File: config.mk
export PLATFORM = sky130hd
export DESIGN_NAME = isds_split_status
export DESIGN_NICKNAME = d
export VERILOG_FILES = /design/src/inc/isds_pkg.sv /design/src/inc/isds_sched_if.sv /design/src/rtl/isds_uframe_sched.sv /design/src/rtl/isds_split_status.sv
export SDC_FILE = /design/constraint.sdc
export NUM_CORES = 1
export LEC_CHECK = 0
export ABC_AREA = 1
export BUFFER_PORTS_ARGS = -buffer_cell sky130_fd_sc_hd__buf_4
export CORE_MARGIN = 2
export CORE_UTILIZATION = 35
export DETAILED_ROUTE_END_ITERATION = 6
export PLACE_DENSITY_LB_ADDON = 0.2
export SLEW_MARGIN = 5
export SYNTH_ARGS = -nofsm -noshare
export SYNTH_HDL_FRONTEND = slang
export SYNTH_SLANG_ARGS = --single-unit
File: constraint.sdc
create_clock -name clk -period 2.45 [get_ports clk]
set_input_delay 0.3675 -clock clk [delete_from_list [all_inputs] [get_ports clk]]
set_output_delay 0.3675 -clock clk [all_outputs]
set_load 0.005 [all_outputs]
File: src/inc/isds_pkg.sv
// constants and types for the interrupt split descriptor status block
package isds_pkg;

  // ==========================================================
  // register byte offsets on the avalon slave
  localparam logic [4:0] OFS_CTRL       = 5'h00;
  localparam logic [4:0] OFS_SPLIT_STAT = 5'h04;
  localparam logic [4:0] OFS_COUNT_LO   = 5'h08;
  localparam logic [4:0] OFS_COUNT_MID  = 5'h0c;
  localparam logic [4:0] OFS_COUNT_HI   = 5'h10;
  localparam logic [4:0] OFS_FLAGS      = 5'h14;
  localparam logic [4:0] OFS_IRQ_STAT   = 5'h18;
  localparam logic [4:0] OFS_IRQ_MASK   = 5'h1c;

  // ==========================================================
  // field positions
  localparam int CTRL_ACTIVE_BIT = 0;
  localparam int CTRL_IN_BIT     = 1;
  localparam int OUTCOME_BASE    = 8;   // outcome of uframe n at OUTCOME_BASE + 3*n
  localparam int OUTCOME_W       = 3;
  localparam int COUNT_LO_BASE   = 8;   // counts 0..2 above the complete mask
  localparam int FLAG_SC_BIT     = 27;
  localparam int FLAG_XACT_BIT   = 28;
  localparam int FLAG_BABBLE_BIT = 29;
  localparam int FLAG_HALT_BIT   = 30;
  localparam int OC_XACT         = 0;
  localparam int OC_BABBLE       = 1;
  localparam int OC_UNDERRUN     = 2;
  localparam int IRQ_DONE        = 0;
  localparam int IRQ_ERR         = 1;
  localparam int IRQ_HALT        = 2;
  localparam int IRQ_W           = 3;
  localparam int UFRAMES         = 8;

  // ==========================================================
  // reset values
  localparam logic [1:0]       RST_CTRL = 2'h0;
  localparam logic [7:0]       RST_MASK = 8'h00;
  localparam logic [IRQ_W-1:0] RST_IRQ  = 3'h0;

  // ==========================================================
  // sequencer states, gray along idle -> issue -> wait
  typedef enum logic [1:0] {
    ST_IDLE  = 2'b00,
    ST_ISSUE = 2'b01,
    ST_WAIT  = 2'b11
  } isds_state_type;

  // one-hot select of a microframe
  function automatic logic [7:0] isds_uframe_bit(input logic [2:0] idx);
    isds_uframe_bit = 8'h01 << idx;
  endfunction

endpackage

File: src/inc/isds_sched_if.sv
// carrier between the status core and the microframe scheduler
`timescale 1ns/1ps
`default_nettype none
interface isds_sched_if;
  logic [7:0] ssMask;
  logic [7:0] csMask;
  logic [2:0] uframeIdx;
  logic       frameMatch;
  logic       isIn;
  logic       startHit;
  logic       completeHit;

  modport core  (output ssMask, output csMask, output uframeIdx, output frameMatch, output isIn,
                 input startHit, input completeHit);
  modport sched (input ssMask, input csMask, input uframeIdx, input frameMatch, input isIn,
                 output startHit, output completeHit);
endinterface
`default_nettype wire

File: src/rtl/isds_uframe_sched.sv
// decides whether a start or complete split belongs in the current microframe
`timescale 1ns/1ps
`default_nettype none
module isds_uframe_sched
(
  isds_sched_if.sched bus
);
  import isds_pkg::*;

  // ==========================================================
  // mask lookups
  wire [7:0] uframeSel;

  assign uframeSel = isds_uframe_bit(bus.uframeIdx);

  // mask bit n selects microframe n
  assign bus.startHit    = |(bus.ssMask & uframeSel) & bus.frameMatch;
  // complete mask only means anything for in transfers
  assign bus.completeHit = |(bus.csMask & uframeSel) & bus.frameMatch & bus.isIn;
endmodule
`default_nettype wire

File: src/rtl/isds_split_status.sv
// interrupt split descriptor status core with avalon register slave
// How it works
// - record bytes per uframe when start bit, frame match
// - new count overwrites old count
// - software sets mask bits, hardware clears after processing
// - complete split only in masked microframes
// - complete mask honoured for in transfers only
// - three bit outcome written per microframe
// - mask bit n selects microframe n
// - bit0 error, bit1 babble in, bit2 underrun out
// - start mask cleared after start split processed
// - stalled outcome sets descriptor halt flag
`timescale 1ns/1ps
`default_nettype none
module isds_split_status
(
  input  wire logic       clk,
  input  wire logic       rst,
  input  wire logic [4:0] avs_address,
  input  wire logic       avs_read,
  input  wire logic       avs_write,
  input  wire logic [31:0] avs_writedata,
  input  wire logic [3:0] avs_byteenable,
  output logic      [31:0] avs_readdata,
  output logic            avs_waitrequest,
  input  wire logic       uframeStart,
  input  wire logic [2:0] uframeIdx,
  input  wire logic       frameMatch,
  input  wire logic       txnDone,
  input  wire logic [7:0] rxByteCount,
  input  wire logic       txnXactErr,
  input  wire logic       txnBabble,
  input  wire logic       txnUnderrun,
  input  wire logic       txnStalled,
  output logic            issueStartSplit,
  output logic            issueCompleteSplit,
  output logic      [2:0] splitUframe,
  output logic            irq
);
  import isds_pkg::*;

  // ==========================================================
  // storage
  logic [1:0]       ctrl_reg;
  logic [7:0]       ssMask_reg;
  logic [7:0]       csMask_reg;
  logic [7:0]       byteCount_reg [UFRAMES];
  logic [2:0]       outcome_reg [UFRAMES];
  logic             halt_reg;
  logic             babble_reg;
  logic             xact_reg;
  logic             sc_reg;
  logic [IRQ_W-1:0] irqStat_reg;
  logic [IRQ_W-1:0] irqMask_reg;
  isds_state_type   state_reg;
  isds_state_type   state_next;
  logic [2:0]       curIdx_reg;
  logic             curComplete_reg;
  logic             curRecord_reg;
  logic             issueStart_reg;
  logic             issueComplete_reg;
  logic             ack_reg;
  logic [31:0]      readdata_reg;

  // byte lane merge for partial writes
  function automatic logic [7:0] lane_byte(input logic [7:0] old, input logic [31:0] wd,
                                           input logic [3:0] be, input int lane);
    lane_byte = be[lane] ? wd[lane*8 +: 8] : old;
  endfunction

  // ==========================================================
  // avalon handshake: one wait cycle, answer on the second edge
  wire busReq = avs_read | avs_write;
  wire wrAcc  = avs_write & ack_reg;
  wire selCtrl  = (avs_address == OFS_CTRL);
  wire selSplit = (avs_address == OFS_SPLIT_STAT);
  wire selLo    = (avs_address == OFS_COUNT_LO);
  wire selMid   = (avs_address == OFS_COUNT_MID);
  wire selHi    = (avs_address == OFS_COUNT_HI);
  wire selFlags = (avs_address == OFS_FLAGS);
  wire selIStat = (avs_address == OFS_IRQ_STAT);
  wire selIMask = (avs_address == OFS_IRQ_MASK);

  assign avs_waitrequest = busReq & ~ack_reg;
  assign avs_readdata    = readdata_reg;

  // ==========================================================
  // register images for reads
  logic [31:0] wordCtrl;
  logic [31:0] wordSplit;
  logic [31:0] wordLo;
  logic [31:0] wordMid;
  logic [31:0] wordHi;
  logic [31:0] wordFlags;
  logic [31:0] rdMux;

  // outcome fields packed from bit OUTCOME_BASE upward, microframe 0 lowest
  always_comb
  begin
    wordCtrl  = {30'h0, ctrl_reg};
    wordSplit = {8'h00, 16'h0000, ssMask_reg};
    wordLo    = {24'h000000, csMask_reg};
    wordMid   = 32'h00000000;
    wordHi    = {24'h000000, byteCount_reg[7]};
    wordFlags = 32'h00000000;
    for (int n = 0; n < UFRAMES; n++)
    begin
      wordSplit[OUTCOME_BASE + OUTCOME_W*n +: OUTCOME_W] = outcome_reg[n];
    end
    for (int n = 0; n < 3; n++)
    begin
      wordLo[COUNT_LO_BASE + 8*n +: 8] = byteCount_reg[n];
    end
    for (int n = 0; n < 4; n++)
    begin
      wordMid[8*n +: 8] = byteCount_reg[n+3];
    end
    wordFlags[FLAG_HALT_BIT]   = halt_reg;
    wordFlags[FLAG_BABBLE_BIT] = babble_reg;
    wordFlags[FLAG_XACT_BIT]   = xact_reg;
    wordFlags[FLAG_SC_BIT]     = sc_reg;
  end

  // unmapped offsets read as zero
  assign rdMux = selCtrl  ? wordCtrl  :
                 selSplit ? wordSplit :
                 selLo    ? wordLo    :
                 selMid   ? wordMid   :
                 selHi    ? wordHi    :
                 selFlags ? wordFlags :
                 selIStat ? {29'h0, irqStat_reg} :
                 selIMask ? {29'h0, irqMask_reg} : 32'h00000000;

  // bus flops
  always_ff @(posedge clk)
  begin
    if (rst)
    begin
      ack_reg      <= 1'b0;
      readdata_reg <= 32'h00000000;
    end
    else
    begin
      ack_reg      <= busReq & ~ack_reg;
      readdata_reg <= rdMux;
    end
  end

  // ==========================================================
  // scheduler hookup
  isds_sched_if schedBus ();

  assign schedBus.ssMask     = ssMask_reg;
  assign schedBus.csMask     = csMask_reg;
  assign schedBus.uframeIdx  = uframeIdx;
  assign schedBus.frameMatch = frameMatch;
  assign schedBus.isIn       = ctrl_reg[CTRL_IN_BIT];

  isds_uframe_sched uSched
  (
    .bus (schedBus.sched)
  );

  // ==========================================================
  // sequencer: start wins if both masks name the same microframe
  wire active  = ctrl_reg[CTRL_ACTIVE_BIT];
  wire isIn    = ctrl_reg[CTRL_IN_BIT];
  wire anyHit  = schedBus.startHit | schedBus.completeHit;
  wire startGo = (state_reg == ST_IDLE) & uframeStart & active & anyHit;
  wire doneEv  = (state_reg == ST_WAIT) & txnDone;

  always_comb
  begin
    state_next = state_reg;
    unique case (state_reg)
      ST_IDLE:  if (startGo) state_next = ST_ISSUE;
      ST_ISSUE: state_next = ST_WAIT;
      ST_WAIT:  if (txnDone) state_next = ST_IDLE;
      default:  state_next = ST_IDLE;
    endcase
  end

  // current microframe context, latched at the issue decision
  always_ff @(posedge clk)
  begin
    if (rst)
    begin
      state_reg         <= ST_IDLE;
      curIdx_reg        <= 3'h0;
      curComplete_reg   <= 1'b0;
      curRecord_reg     <= 1'b0;
      issueStart_reg    <= 1'b0;
      issueComplete_reg <= 1'b0;
    end
    else
    begin
      state_reg         <= state_next;
      issueStart_reg    <= startGo & schedBus.startHit;
      issueComplete_reg <= startGo & ~schedBus.startHit & schedBus.completeHit;
      if (startGo)
      begin
        curIdx_reg      <= uframeIdx;
        curComplete_reg <= ~schedBus.startHit;
        curRecord_reg   <= schedBus.startHit;
      end
    end
  end

  assign issueStartSplit    = issueStart_reg;
  assign issueCompleteSplit = issueComplete_reg;
  assign splitUframe        = curIdx_reg;

  // ==========================================================
  // mask update: a fresh 0->1 from software beats a hardware clear
  wire [7:0] curSel  = isds_uframe_bit(curIdx_reg);
  wire [7:0] ssClr   = (doneEv & ~curComplete_reg) ? curSel : 8'h00;
  wire [7:0] csClr   = (doneEv & curComplete_reg) ? curSel : 8'h00;
  wire       wrSplit = wrAcc & selSplit;
  wire       wrLo    = wrAcc & selLo;
  wire [7:0] ssSw    = lane_byte(ssMask_reg, avs_writedata, avs_byteenable, 0);
  wire [7:0] csSw    = lane_byte(csMask_reg, avs_writedata, avs_byteenable, 0);
  wire [7:0] ssBase  = wrSplit ? ssSw : ssMask_reg;
  wire [7:0] csBase  = wrLo ? csSw : csMask_reg;
  wire [7:0] ssMask_next = (ssBase & ~ssClr) | (wrSplit ? (ssSw & ~ssMask_reg) : 8'h00);
  wire [7:0] csMask_next = (csBase & ~csClr) | (wrLo ? (csSw & ~csMask_reg) : 8'h00);

  // outcome of the finished split; direction-only bits are masked by direction
  wire [2:0] outcomeNow = {txnUnderrun & ~isIn, txnBabble & isIn, txnXactErr};

  // flag word: halt, babble, error are write-one-to-clear, start/complete is plain
  wire       wrFlags  = wrAcc & selFlags & avs_byteenable[3];
  wire       scAfter  = ~curComplete_reg & isIn & (|csMask_reg);
  wire       halt_next   = txnStalled & doneEv |
                           (halt_reg & ~(wrFlags & avs_writedata[FLAG_HALT_BIT]));
  wire       babble_next = (doneEv & outcomeNow[OC_BABBLE]) |
                           (babble_reg & ~(wrFlags & avs_writedata[FLAG_BABBLE_BIT]));
  wire       xact_next   = (doneEv & outcomeNow[OC_XACT]) |
                           (xact_reg & ~(wrFlags & avs_writedata[FLAG_XACT_BIT]));
  wire       sc_next     = doneEv ? scAfter : (wrFlags ? avs_writedata[FLAG_SC_BIT] : sc_reg);

  // descriptor state
  always_ff @(posedge clk)
  begin
    if (rst)
    begin
      ctrl_reg   <= RST_CTRL;
      ssMask_reg <= RST_MASK;
      csMask_reg <= RST_MASK;
      halt_reg   <= 1'b0;
      babble_reg <= 1'b0;
      xact_reg   <= 1'b0;
      sc_reg     <= 1'b0;
      for (int n = 0; n < UFRAMES; n++)
      begin
        byteCount_reg[n] <= 8'h00;
        outcome_reg[n]   <= 3'h0;
      end
    end
    else
    begin
      if (wrAcc & selCtrl & avs_byteenable[0])
        ctrl_reg <= avs_writedata[1:0];
      ssMask_reg <= ssMask_next;
      csMask_reg <= csMask_next;
      halt_reg   <= halt_next;
      babble_reg <= babble_next;
      xact_reg   <= xact_next;
      sc_reg     <= sc_next;
      if (doneEv)
        outcome_reg[curIdx_reg] <= outcomeNow;
      if (doneEv & curRecord_reg)
        byteCount_reg[curIdx_reg] <= rxByteCount;
    end
  end

  // ==========================================================
  // interrupt: sticky events, write one to clear, set beats clear
  wire [IRQ_W-1:0] irqEv  = {doneEv & txnStalled, doneEv & (|outcomeNow), doneEv};
  wire [IRQ_W-1:0] irqW1c = (wrAcc & selIStat & avs_byteenable[0]) ? avs_writedata[IRQ_W-1:0] : RST_IRQ;
  wire [IRQ_W-1:0] irqStat_next = (irqStat_reg & ~irqW1c) | irqEv;

  always_ff @(posedge clk)
  begin
    if (rst)
    begin
      irqStat_reg <= RST_IRQ;
      irqMask_reg <= RST_IRQ;
    end
    else
    begin
      irqStat_reg <= irqStat_next;
      if (wrAcc & selIMask & avs_byteenable[0])
        irqMask_reg <= avs_writedata[IRQ_W-1:0];
    end
  end

  // level output, only unmasked bits count
  assign irq = |(irqStat_reg & irqMask_reg);
endmodule
`default_nettype wire

; ---- Word level (Yosys, flattened, before mapping)
; Memory sizes are Yosys's and may differ from the RTL's.
; Cells that the tools add are included.
[word_totals]
register_bits = 70
ram_bits = 88
output_inout_bits = 39
mem_count = 2
[op_classes]
eq_ne = 11
shifts = 2
mux = 36
bitwise_logic = 67
n_reduce_logical = 12
[memory_table]
columns = name, depth, word_bits, read_ports, rd_ports_with_merged_regs, wr, line
row1 = byteCount_reg, 8, 8, 8, 0, 8, isds_split_status.sv:47  ; logic [7:0] byteCount_reg [UFRAMES];
row2 = outcome_reg, 8, 3, 8, 0, 8, isds_split_status.sv:48  ; logic [2:0] outcome_reg [UFRAMES];
[op_table]
columns = op, count
row1 = two-way mux 32 bit, 3
row2 = two-way mux 8 bit, 9
row3 = two-way mux 31 bit, 2
row4 = bitwise AND 8 bit, 6
row5 = bitwise AND 1 bit, 39
row6 = inverter 8 bit, 4
row7 = OR reduction 8 bit, 4
row8 = == test 5 bit (second input constant), 4
row9 = two-way mux 3 bit, 6
row10 = bitwise OR 8 bit, 2
row11 = left shift 1 x 3 -> 8 bit (first input constant), 2
row12 = two-way mux 1 bit, 12
row13 = == test 5 x 4 -> 1 bit (second input constant), 2
row14 = OR reduction 3 bit, 3
row15 = inverter 1 bit, 7
row16 = bitwise AND 3 bit, 2
row17 = two-way mux 2 bit, 3
row18 = one-hot mux 2 bit (3 select lines), 1
row19 = == test 5 x 3 -> 1 bit (second input constant), 1
row20 = zero test 5 bit, 1
row21 = bitwise OR 1 bit, 5
row22 = != test 2 bit (second input constant), 2
row23 = inverter 3 bit, 1
row24 = bitwise OR 3 bit, 1
row25 = other kinds (6), 6

; ---- Logic depth before layout (Yosys ltp)
; Gate-level depths: netlist (run 1).
[depth]
depth_word = 9
mapped_depth = 10
ltp_nobuf = 9

; ---- Modules after synthesis
; A second synthesis (run 1) with hierarchy kept.
[hier_totals]
cells_unflattened = 749
area_unflattened_um2 = 6726.5
[by_module_without_submodules]
columns = module, n_inst, cells_per_inst, area_each_um2, seq_area_each_um2
row1 = isds_split_status, 1, 710, 6492.5, 4043.9
row2 = isds_uframe_sched, 1, 39, 234.0, 0.0

; ---- Least setup slack after synthesis (run 1)
; Ideal clock, no wire load.
[synth_timing]
kind = in2reg
start = input txnDone
end = memory byteCount_reg[4][0] (enable)
arrival_ns = 1.415
required_ns = 2.121
path_slack_ns = 0.706
path_stages = 8
n_path_buf = 0
cell_sequence = nand2_1 > nor2_4 > inv_1 > nor2_2 > inv_1 > nor2_1 > nand2_1 > nand2_1
[synth_lines]
columns = element, line
row1 = start: declaration, isds_split_status.sv:29  ; input wire logic txnDone,
row2 = end: declaration, isds_split_status.sv:47

==> run summary, run 1 <==
Adding up every negative setup slack in the final design gives 0 ns. The clock insertion delay at the later pin of the skew report is 0.43 ns. The finished layout holds 1,080 standard cells, fillers aside.

The post-route netlist has 19.3% of its cells at a drive strength greater than 1. The highest clock frequency the design can meet is 0.528 GHz. In this run the number of H-tree levels came out at 4.

The maximum fanout along the worst path came out at 8. The part of the Yosys area used for sequential elements is between 60% and 70%. For this run, the leading register cell type out of synthesis is sky130_fd_sc_hd__edfxtp_1. The via count of the first global-routing pass is 5,095. The global-route congestion overflow total is 0. The combinational share of power is under 10%.

The number of antenna violations at the first check in global routing is 0. The HPWL after detailed placement came out at 13,100 um. Setup repair after global routing left no endpoint under its margin. The diode insertion count for antenna repair is 0. The final number of setup-violating endpoints came out at 0. The data arrival at the endpoint of the critical path is 1.99 ns. The internal reg-to-reg setup slack is 0.56 ns. The number of instances in the synthesized netlist came out at 734.

The count of antenna-violating nets left after detailed routing is 0. The ratio of final minimum period to clock period is between 70 and 80%. The post-synthesis area per instance is 9.17 um2. The synthesized net count is 797. The number of vias per cell after detailed routing is 4.91. At the worst endpoint, the required time is 2.55 ns. The layout-stage area growth over the synthesis result came out at 22.3%. The tightest hold path in the finished design has a slack of 0.181 ns. The count of buffers added by post-CTS timing repair for setup came out at 0. The clock edge transition at the registers on the reported setup and hold paths is 0.06 ns.

The number of fill cells is 1,898. The worst hold path belongs to the class in2reg. The TritonCTS clock tree is done. In this run, post-CTS repair resized a total of 0 instances. By instance count, the cell type seen most on the critical path is sky130_fd_sc_hd__nand2_1.

The final count of pins violating max slew is 0. The cell area after layout is between 8000 and 9000 um2. The worst-margin pin slew came out at 0.584 ns. The critical path is of the reg2reg type. The initial core utilization is 35.9%. At the end of routability-driven placement, the weighted congestion stood at 0.919. The post-synthesis cell area is just under 7000 um2.

Synthesis inferred 158 register bits. The number of buffers inserted during clock tree synthesis came out at 17. The clock share of power came out at 43.5%. The final net count came out at 896. The flow ran to the end, and the final reports show no timing, DRC or antenna violations.

The clock skew after layout came out at 0.0138 ns. The cell area after placement came out at between 7000 and 8000 um2. In this run, post-CTS hold repair placed 0 buffers. In this run the power spent charging and discharging nets is 1.25 mW. The count of input and output buffers is 79. The floorplan step defined a core boundary enclosing 18,800 um2.

The final wirelength came out at 18,400 um. The first global-routing pass estimated about 29,000 um of wire. After floorplanning, the core was divided into 50 placement rows. The number of hold violations in the final report is 0. The worst-case vdd ir drop is 0.486 mV. Before antenna repair, the detailed router went through 5 iterations. The share of flip-flops with an asynchronous set or reset came out at 0%. The die boundary width came out at 143 um. The number of flip-flops in the largest register came out at 64. The number of placed cells counting well taps came out at 1,048. Dividing the detail-routed wire length by the instance count gives 17.0 um. From bottom edge to top edge, the die measures 143 um. For this block, the via count after detailed routing is 5,308. The tree is rooted in a sky130_fd_sc_hd__clkbuf_16. STA classifies the critical path startpoint as a flip-flop. The die covers between 20,000 and 25,000 um2. The element type at the critical path end is a flip-flop. The netlist uses 37 different library cells. In this run the tightest slew margin relative to its limit is between 60 and 70%. Net switching is a little under a quarter of the power.

Max-cap violations in this run came to 0. The number of top-level pins is 102. Traced cell by cell, the critical path runs through nand2_1 -> nor2_4 -> inv_1 -> nor2_2 -> inv_1 -> nor2_1 -> nand2_1 -> nand2_1.

The overall track demand over capacity in global routing came out at 19.0%. The ratio of total power to cell area came out at ~670 nW/um2. The detailed router finished its first iteration with 370 violations.

The final critical path time including I/O delays and setup is 1.89 ns. The count of yosys warnings during synthesis is 0. Of the total power, registers draw approximately 52%. The stage delay of the slowest cell on the critical path is ~0.34 ns. Entering global routing, the biggest net connects 31 pins. The static leakage power is 3.40 nW.

In the routed design, unresolved DRC markers number 0. The number of flops mapped to enable cells by yosys came out at 88. The largest buffer count on any clock path came out at 2. The slowest stage of the critical path is the sky130_fd_sc_hd__dfxtp_1 cell. The clock sink count is 158.

The cell-internal power came out at 4.27 mW.
cell usage in the layout (no fill, tap or decap), types with 2 or more instances in the layout:
master and count:
sky130_fd_sc_hd__inv_1 60, sky130_fd_sc_hd__nor3_1 10, sky130_fd_sc_hd__clkbuf_16 17, sky130_fd_sc_hd__clkinv_1 2
sky130_fd_sc_hd__o21ai_1 2, sky130_fd_sc_hd__nor2_4 5, sky130_fd_sc_hd__clkbuf_1 3, sky130_fd_sc_hd__nor4_1 4
sky130_fd_sc_hd__a31oi_1 10, sky130_fd_sc_hd__nand2_2 4, sky130_fd_sc_hd__buf_4 102, sky130_fd_sc_hd__a41oi_1 8
sky130_fd_sc_hd__clkinv_4 2, sky130_fd_sc_hd__nor2_1 135, sky130_fd_sc_hd__o21ai_0 24, sky130_fd_sc_hd__dfxtp_1 70
sky130_fd_sc_hd__a31o_1 20, sky130_fd_sc_hd__inv_2 7, sky130_fd_sc_hd__nand3_2 7, sky130_fd_sc_hd__nand3_1 23
sky130_fd_sc_hd__clkinv_2 3, sky130_fd_sc_hd__nand2_1 178, sky130_fd_sc_hd__inv_4 3, sky130_fd_sc_hd__nor2_2 3
sky130_fd_sc_hd__nand4_1 15, sky130_fd_sc_hd__clkinvlp_4 2, sky130_fd_sc_hd__a21oi_1 23, sky130_fd_sc_hd__clkbuf_8 2
sky130_fd_sc_hd__edfxtp_1 88
area by class of cell:
cell class	count	area, um2	share of cell area [%]
sequential	158	4040	49.1
multi-input combinational	484	2320	28.2
timing repair buffer	103	786	9.55
clock buffer	22	464	5.64
tap	234	293	3.56
inverter	69	259	3.15
clock inverter	10	66.3	0.806
cell usage after synthesis, drive strengths merged (10+ instances only):
library cell  count  area, um2
nand2           182        693
nor2            144        602
edfxtp           88       2640
dfxtp            70       1400
inv              67        252
nand3            30        185
o21ai            26        130
a21oi            23        115
a31o             20        175
buf              17       93.8
nand4            15       93.8
nor3             12       70.1
a31oi            10       62.6
worst max-delay path, delay by kind of cell, from the launching register on:
family        cells  cell delay (ns)
simple gates      6             0.99
flops             1             0.34
buf+inv           2             0.23
path summary, 6_finish.rpt:
kind / from / end / cells after the start
setup / recovery: state_reg[1] / byteCount_reg[4][4] / 8
hold / removal: avs_writedata[3] / csMask_reg[3] / 3
setup reg to reg: state_reg[1] / byteCount_reg[4][4] / 8
hold reg to reg: ack_reg / ack_reg / 1
metal layers:
metal | GRT usage (%) | vias up | share of wire (%)
met4 | 6.10 | 0 | 1.3
li1 | - | 2654 | -
met2 | 30.7 | 126 | 48
met1 | 25.8 | 2512 | 47
met5 | 0 | - | 0
met3 | 3.76 | 16 | 4.1
power groups by stage:
stage          Sequential, mW  Combinational, mW  Clock [mW]
2_1_floorplan            2.92              0.125           0
3_3_place_gp             2.92              0.258           0
3_5_place_dp             2.92              0.259           0
4_1_cts                  2.86              0.259        2.44
5_1_grt                  2.87              0.281        2.55
6_report                 2.86              0.258        2.41
stage by stage:
step	worst slack (ns)	util (%)	power [mW]
6_report	0.557	43.9	5.53
4_1_cts	0.538	43.9	5.56
5_1_grt	0.374	43.9	5.70
3_3_place_gp	0.465	41.0	3.18
2_1_floorplan	0.706	-	3.04
3_5_place_dp	0.422	41.0	3.18
kinds of logic (layout without fill, tap and decap cells):
group,count (synthesis),in the layout,synth area share [%]
AOI/OAI and AO/OA,91,91,8.68
buffers and inverters,92,204,5.58
and+or+nand+nor,393,393,25.7
DFF,158,158,60.1
(Power assumes the default switching activity.)
==> run 2, diff against run 1 <==
Clock period 2.45 ns to 1.6 ns, I/O delays scaled along.
==> run summary, run 2 (synthesized netlist as in run 1, its figures left out) <==
The number of max-capacitance violations reported is 0 (unchanged). The hold buffer count at cts is 0 (unchanged). The final critical path time including I/O delays and setup came out at 1.53 ns (-0.358 ns).

The cell area after layout is 8670 um2 (+5.4%). The overall track demand over capacity in global routing is 19.1% (+0.13 points). The cell-internal power is 6.55 mW (+53%).

The worst slew slack as a fraction of its limit is 66.1% (+5.2 points). The worst-case vdd ir drop came out at 0.731 mV (+50%). The number of buffers inserted during clock tree synthesis is 17 (unchanged). The ratio of final minimum period to clock period is 95.9% (+19 points). The worst-margin pin slew is 0.507 ns (-0.0777 ns). The floorplan die area was 20,400 um2 (unchanged). The final standard cell utilization of the core is 46.2% (+2.3 points). The final wirelength is 18,400 um (about the same). The net switching power of the design came out at 1.97 mW (+58%). Leaving out fill and tap cells, the most frequent cells in the layout are sky130_fd_sc_hd__nand2_1 (171), sky130_fd_sc_hd__buf_4 (136), sky130_fd_sc_hd__nor2_1 (133).

The flow ran to the end, and the final reports show no timing, DRC or antenna violations. The site row count came out at 50 (unchanged). TritonCTS built the clock tree.

In this run the clock root is driven by a sky130_fd_sc_hd__clkbuf_16. The number of flip-flops in the largest register came out at 64 (unchanged). The data arrival at the endpoint of the critical path came out at 1.68 ns (-0.31 ns). The routability congestion estimate from global placement came out at 0.872 (-5.1%). The die outline height was 143 um (unchanged). The worst register-to-register path begins at splitUframe[0]. Leaving out fill and tap cells, the most frequent cell in the layout is sky130_fd_sc_hd__nand2_1.

The number of vias per cell after detailed routing is 4.90 (-0.25%). The final number of setup-violating endpoints came to 0 (unchanged). The final setup TNS was 0 ns (unchanged). The area growth from synthesis to layout is 28.8%.

The detailed-routing iteration count for the pre-antenna-repair pass is 5 (unchanged). The worst path required time came out at 1.75 ns (-0.80 ns). The clock edge transition at the registers on the reported setup and hold paths is 0.06 ns (about the same).

The most numerous cell type found on the critical path is sky130_fd_sc_hd__buf_4. The standard cell core area is 18,800 um2 (unchanged). The wire length of the first global-routing pass is 28,800 um (+0.63%).

The signal on the critical path passes through inv_1 -> buf_4 -> nor3_1 -> buf_4 -> nand3_2 -> nand2_2 -> buf_12. The highest clock frequency the design can meet is 0.652 GHz (+23%). The starting DRC count in detailed routing was 385 (+4.1%). The tightest min-delay check is of the in2reg type.

The count of antenna-violating nets left after detailed routing is 0 (unchanged). The clock share of power came out at 43.4% (about the same). The static leakage power came to 3.62 nW (+6.5%). The largest net degree at the start of global routing is 31 (unchanged).

The count of input and output buffers is 79 (unchanged). The hold path startpoint is avs_writedata[5]. Setup repair after global routing could not meet its margin everywhere. The final net count is 937 (+4.6%). The diode insertion count for antenna repair is 0 (unchanged). The switching share of power came out at 23.2% (+0.55 points). The setup path with the least slack is of type reg2reg. The HPWL after detailed placement came out at 13,500 um (+2.8%). The number of placed cells counting well taps is 1,088 (+3.8%). The worst setup path is launched from a flip-flop. The worst setup path is captured at a flip-flop. The global-route congestion overflow total came out at 0 (unchanged).

The worst register-to-register path ends at byteCount_reg[5][4]. The stage delay of the slowest cell on the critical path came out at 0.33 ns (about the same). The clock skew after layout came out at 0.00644 ns (-0.00732 ns). The worst hold path terminates at schedBus.ssMask[5]. The internal reg-to-reg setup slack is 0.07 ns (-0.49 ns). The number of antenna violations at the first check in global routing was 0 (unchanged). The via count of the first global-routing pass came out at 5,243 (+2.9%). The number of top-level pins came out at 102 (unchanged). Among all stages on the critical path, the largest delay is contributed by sky130_fd_sc_hd__dfxtp_1.

The worst hold slack is 0.0551 ns (-0.126 ns). The total DRC errors in the routed layout came out at 0 (unchanged). The sequential fraction of design power came out at 51.4% (-0.4 points).

The final count of pins violating max slew came out at 0 (unchanged). The clock insertion delay at the later pin of the skew report came to 0.43 ns (about the same). The ratio of total power to cell area was 982 nW/um2 (+46%). The combinational share of power was 5.2% (+0.5 points).

The maximum fanout along the worst path is 8 (unchanged). The wire length per cell after detailed routing is 16.4 um (-3.6%). The number of vias in the routed layout is 5,496 (+3.5%). The share of post-route cells with drive strength above 1 came out at 24.4% (+5.1 points). The depth of the worst register-to-register path came out at 7 (-1). The number of hold violations in the final report was 0 (unchanged).

The post-route non-filler standard cell count is 1,121 (+3.8%). The count of H-tree levels built during CTS came out at 4 (unchanged). The clock sink count came out at 158 (unchanged). The cell area after placement is 8090 um2 (+5.1%). The die boundary width came to 143 um (unchanged).

The number of stages on the worst hold path is 2 (-1). The largest buffer count on any clock path is 2 (unchanged). The initial core utilization is 35.9% (unchanged).
-- run 2: cell types whose count changed in the layout (fill, tap and decap cells not counted), moves of 2 or more --
| cell | previous run | this run |
|---|---|---|
| sky130_fd_sc_hd__nand2_2 | 4 | 8 |
| sky130_fd_sc_hd__clkinv_4 | 2 | 4 |
| sky130_fd_sc_hd__nand2_4 | 0 | 3 |
| sky130_fd_sc_hd__inv_4 | 3 | 0 |
| sky130_fd_sc_hd__nand2_1 | 178 | 171 |
| sky130_fd_sc_hd__clkinv_1 | 2 | 4 |
| sky130_fd_sc_hd__buf_4 | 102 | 136 |
| sky130_fd_sc_hd__nor2_1 | 135 | 133 |
| sky130_fd_sc_hd__clkbuf_1 | 3 | 1 |
| sky130_fd_sc_hd__buf_12 | 1 | 7 |
| sky130_fd_sc_hd__inv_6 | 0 | 2 |
-- run 2: power groups by stage --
stage                     clock [mW]  combinational, mW  sequential (mW)
after floorplan                    0              0.193             4.46
after global placement             0              0.441             4.47
after detailed placement           0              0.441             4.47
after CTS                       3.74              0.446             4.38
after global routing            3.95              0.479             4.39
final                           3.69              0.444             4.38
-- run 2: per-stage QoR --
| stage | power [mW] | setup WS (ns) |
|---|---|---|
| 2_1_floorplan | 4.66 | -0.0602 |
| 3_3_place_gp | 4.91 | -0.0292 |
| 3_5_place_dp | 4.91 | -0.0707 |
| 4_1_cts | 8.57 | -0.000571 |
| 5_1_grt | 8.82 | -0.0347 |
| 6_report | 8.52 | 0.0654 |
-- run 2: critical path: cells and delay by family (launching register included) --
kind          cells  cell delay (ns)
flops             1             0.33
simple gates      3             0.34
buf+inv           4             0.57
-- run 2: repair_timing --
item / 4_1_cts / 5_1_grt
setup endpoints to repair: 33 / 98
buffers inserted: 0 / 1
gates resized for setup: 5 / 7
-- run 2: cell type report --
type                    count  area (um2)
fillers                  1858       10100
clock buffers              19         443
multi-input cells         484        2370
flip-flops and latches    158        4050
well taps                 234         293
inverters                  69         259
repair buffers            144        1170
clock inverters            13        92.6
-- run 2: per-layer routing --
| metal | track usage [%] | up-vias | wire (um) |
|---|---|---|---|
| li1 | - | 2738 | - |
| met1 | 25.7 | 2568 | 8250 |
| met2 | 30.5 | 161 | 8760 |
| met3 | 4.02 | 29 | 1020 |
| met4 | 7.40 | 0 | 399 |
| met5 | 0 | - | 0 |
-- run 2: how the worst max path moves through the flow --
stage               cells past startpoint                   to  slack (ns)      startpoint
floorplan                               4  byteCount_reg[5][0]       -0.06  splitUframe[2]
global placement                        9  byteCount_reg[4][4]       -0.03         txnDone
detailed placement                      9  byteCount_reg[6][6]       -0.07         txnDone
CTS                                     7  byteCount_reg[1][7]     -0.0006    state_reg[1]
global route                            9  byteCount_reg[6][6]       -0.03    state_reg[0]
finish                                  7  byteCount_reg[5][4]        0.07  splitUframe[0]
==> run 3, diff against run 2 <==
Clock period 1.6 ns to 1.55 ns, I/O delays scaled along.
==> run summary, run 3 (synthesized netlist as in run 1, its figures left out) <==
The count of H-tree levels built during CTS came out at 4 (unchanged). The stage delay of the slowest cell on the critical path came out at 0.33 ns (about the same). Leaving out fill and tap cells, the most frequent cell in the layout is sky130_fd_sc_hd__nand2_1. The number of vias in the routed layout was 5,491 (-0.091%). The depth of the worst register-to-register path is 8 (+1). The final setup TNS came out at 0 ns (unchanged). The final count of pins violating max slew is 0 (unchanged). The hold buffer count at cts came out at 0 (unchanged). The buffering stage count on the worst path with inverters included came out at 3 (-1). The number of vias per cell after detailed routing came out at 4.87 (-0.62%). The site row count is 50 (unchanged). The ratio of final minimum period to clock period is 98.5% (+2.5 points). The final wirelength came out at 19,000 um (+2.9%). The wire length per cell after detailed routing is 16.8 um (+2.4%).

The tightest min-delay check is of the in2reg type. The number of max-capacitance violations reported is 0 (unchanged). The initial core utilization is 35.9% (unchanged).

The routability congestion estimate from global placement came out at 0.910 (+4.3%). The clock edge transition at the registers on the reported setup and hold paths was 0.06 ns (about the same). The number of flip-flops in the largest register is 64 (unchanged). The number of antenna violations at the first check in global routing came out at 0 (unchanged).

The endpoint identified for the worst register-to-register timing path is byteCount_reg[6][6]. The layout-stage area growth over the synthesis result came out at 31.4%. In this run the critical register-to-register path is launched from state_reg[0]. The cell area after layout is 8840 um2 (+2.0%). The global-route congestion overflow total came out at 0 (unchanged).

The total DRC errors in the routed layout is 0 (unchanged). The startpoint identified for the worst hold timing path is avs_writedata[5]. The run finished with clean final reports. The standard cell core area is 18,800 um2 (unchanged).

The detailed-routing iteration count for the pre-antenna-repair pass came out at 5 (unchanged). The number of buffers inserted during clock tree synthesis is 17 (unchanged). The starting DRC count in detailed routing came out at 397 (+3.1%). Setup repair after global routing could not meet its margin everywhere. The number of hold violations in the final report is 0 (unchanged). The path with the worst hold slack has its endpoint at schedBus.ssMask[5].

The critical path goes through inv_1 -> nor2_4 -> inv_2 -> nor2_4 -> inv_2 -> nor2_2 -> nand2_2 -> nand2_4. The clock skew after layout is 0.00947 ns (+0.00303 ns). The diode insertion count for antenna repair came out at 0 (unchanged). The ratio of total power to cell area is 1060 nW/um2 (+8.1%). The worst slew slack as a fraction of its limit is 66.7% (+0.60 points). The die outline height is 143 um (unchanged). The highest clock frequency the design can meet is 0.655 GHz (+0.56%). The count of antenna-violating nets left after detailed routing is 0 (unchanged). The worst path required time is 1.68 ns (-0.07 ns). The worst setup path is captured at a flip-flop. The floorplan die area is 20,400 um2 (unchanged). The worst setup path is launched from a flip-flop.

The internal reg-to-reg setup slack came to 0.02 ns (-0.04 ns). The clock sink count came out at 158 (unchanged). The pre-CTS worst setup slack is -0.0923 ns (-0.0216 ns). The largest buffer count on any clock path came out at 2 (unchanged). The number of top-level pins is 102 (unchanged). The cell area after placement came out at 8130 um2 (+0.43%). The overall track demand over capacity in global routing came out at 19.2% (about the same).

The number of fill cells is 1,865 (+0.38%). The final worst slack was 0.0239 ns (-0.0415 ns). The share of post-route cells with drive strength above 1 came out at 26.2% (+1.9 points). The worst-margin pin slew came to 0.498 ns (-0.00833 ns). The number of stages on the worst hold path came out at 2 (unchanged). The via count of the first global-routing pass is 5,276 (+0.63%). The die boundary width came out at 143 um (unchanged). The final net count is 943 (+0.64%). The top cell types in the final layout, fill and taps aside, are sky130_fd_sc_hd__nand2_1 (168), sky130_fd_sc_hd__buf_4 (139), sky130_fd_sc_hd__nor2_1 (131). On the critical path, the stage with the largest delay is an instance of sky130_fd_sc_hd__dfxtp_2.

The maximum fanout along the worst path is 8 (unchanged). The wire length of the first global-routing pass is 28,800 um (+0.14%). The HPWL after detailed placement came out at 13,600 um (+0.97%). The family with the most delay on the worst path is simple AND/OR/NAND/NOR gates. The static leakage power came out at 3.70 nW (+2.1%).

The clock insertion delay at the later pin of the skew report came out at 0.43 ns (about the same). The total power was 9.40 mW (+10%). The critical path starts at state_reg[0]. The count of input and output buffers was 79 (unchanged). TritonCTS built the clock tree. The largest net degree at the start of global routing came out at 31 (unchanged). The kind of critical path is reg2reg.

The final critical path time including I/O delays and setup came to 1.53 ns (-0.00849 ns). The final standard cell utilization of the core came out at 47.1% (+0.91 points). The final number of setup-violating endpoints came out at 0 (unchanged). The tree is rooted in a sky130_fd_sc_hd__clkbuf_16. The worst-case vdd ir drop came out at 0.709 mV (-3.1%). The data arrival at the endpoint of the critical path came out at 1.65 ns (-0.03 ns).
==> run 3: routing by layer <==
metal,vias up,routed length (um),part of all wire (%),track usage (%)
met1,2565,8490,45,25.8
met2,153,8910,47,30.9
li1,2750,-,-,-
met4,0,416,2.2,6.93
met5,-,0,0,0
met3,23,1160,6.1,3.72
==> run 3: worst register-to-register path, delay by kind of cell, from the launching register on <==
family                 cells  cell delay (ns)
buffers and inverters      3             0.22
AND/OR/NAND/NOR            5             0.69
flip-flops                 1             0.33
==> run 3: layout make-up <==
type	count	area (um2)	share of cell area (%)
sequential	158	4050	45.8
multi-input combinational	484	2400	27.2
timing repair buffer	150	1220	13.8
clock buffer	21	450	5.09
tap	234	293	3.31
inverter	69	259	2.93
clock inverter	11	165	1.87
==> run 3: worst max-delay path by stage <==
stage / cells after the start / end / slack, ns
floorplan: 4 / byteCount_reg[5][0] / -0.11
CTS: 7 / byteCount_reg[1][3] / 0.02
finish: 8 / byteCount_reg[6][6] / 0.02
global placement: 8 / byteCount_reg[1][4] / -0.04
global route: 9 / byteCount_reg[6][4] / -0.03
detailed placement: 8 / byteCount_reg[1][5] / -0.09
==> run 3: where the power goes <==
group | leakage [nW] | internal (mW) | switching (mW)
Clock | 0.293 | 2.73 | 1.67
Sequential | 1.48 | 4.50 | 0.0259
Combinational | 1.93 | 0.174 | 0.291
Total | 3.70 | 7.40 | 1.99
==> run 3: per-stage QoR <==
stage / hold WS (ns) / cells
6_report: 0.0528 / 1127
5_1_grt: 0.0669 / 1127
4_1_cts: 0.0415 / 1124
3_5_place_dp: 0.441 / 1092
3_3_place_gp: 0.446 / 1092
2_1_floorplan: 0.367 / 734
==> run 3: what timing repair did <==
action,CTS,global route
hold endpoints to repair,0,0
resized for setup,6,23
setup endpoints to repair,54,104
pin swaps,1,2
setup buffers,0,2
gates cloned,0,1
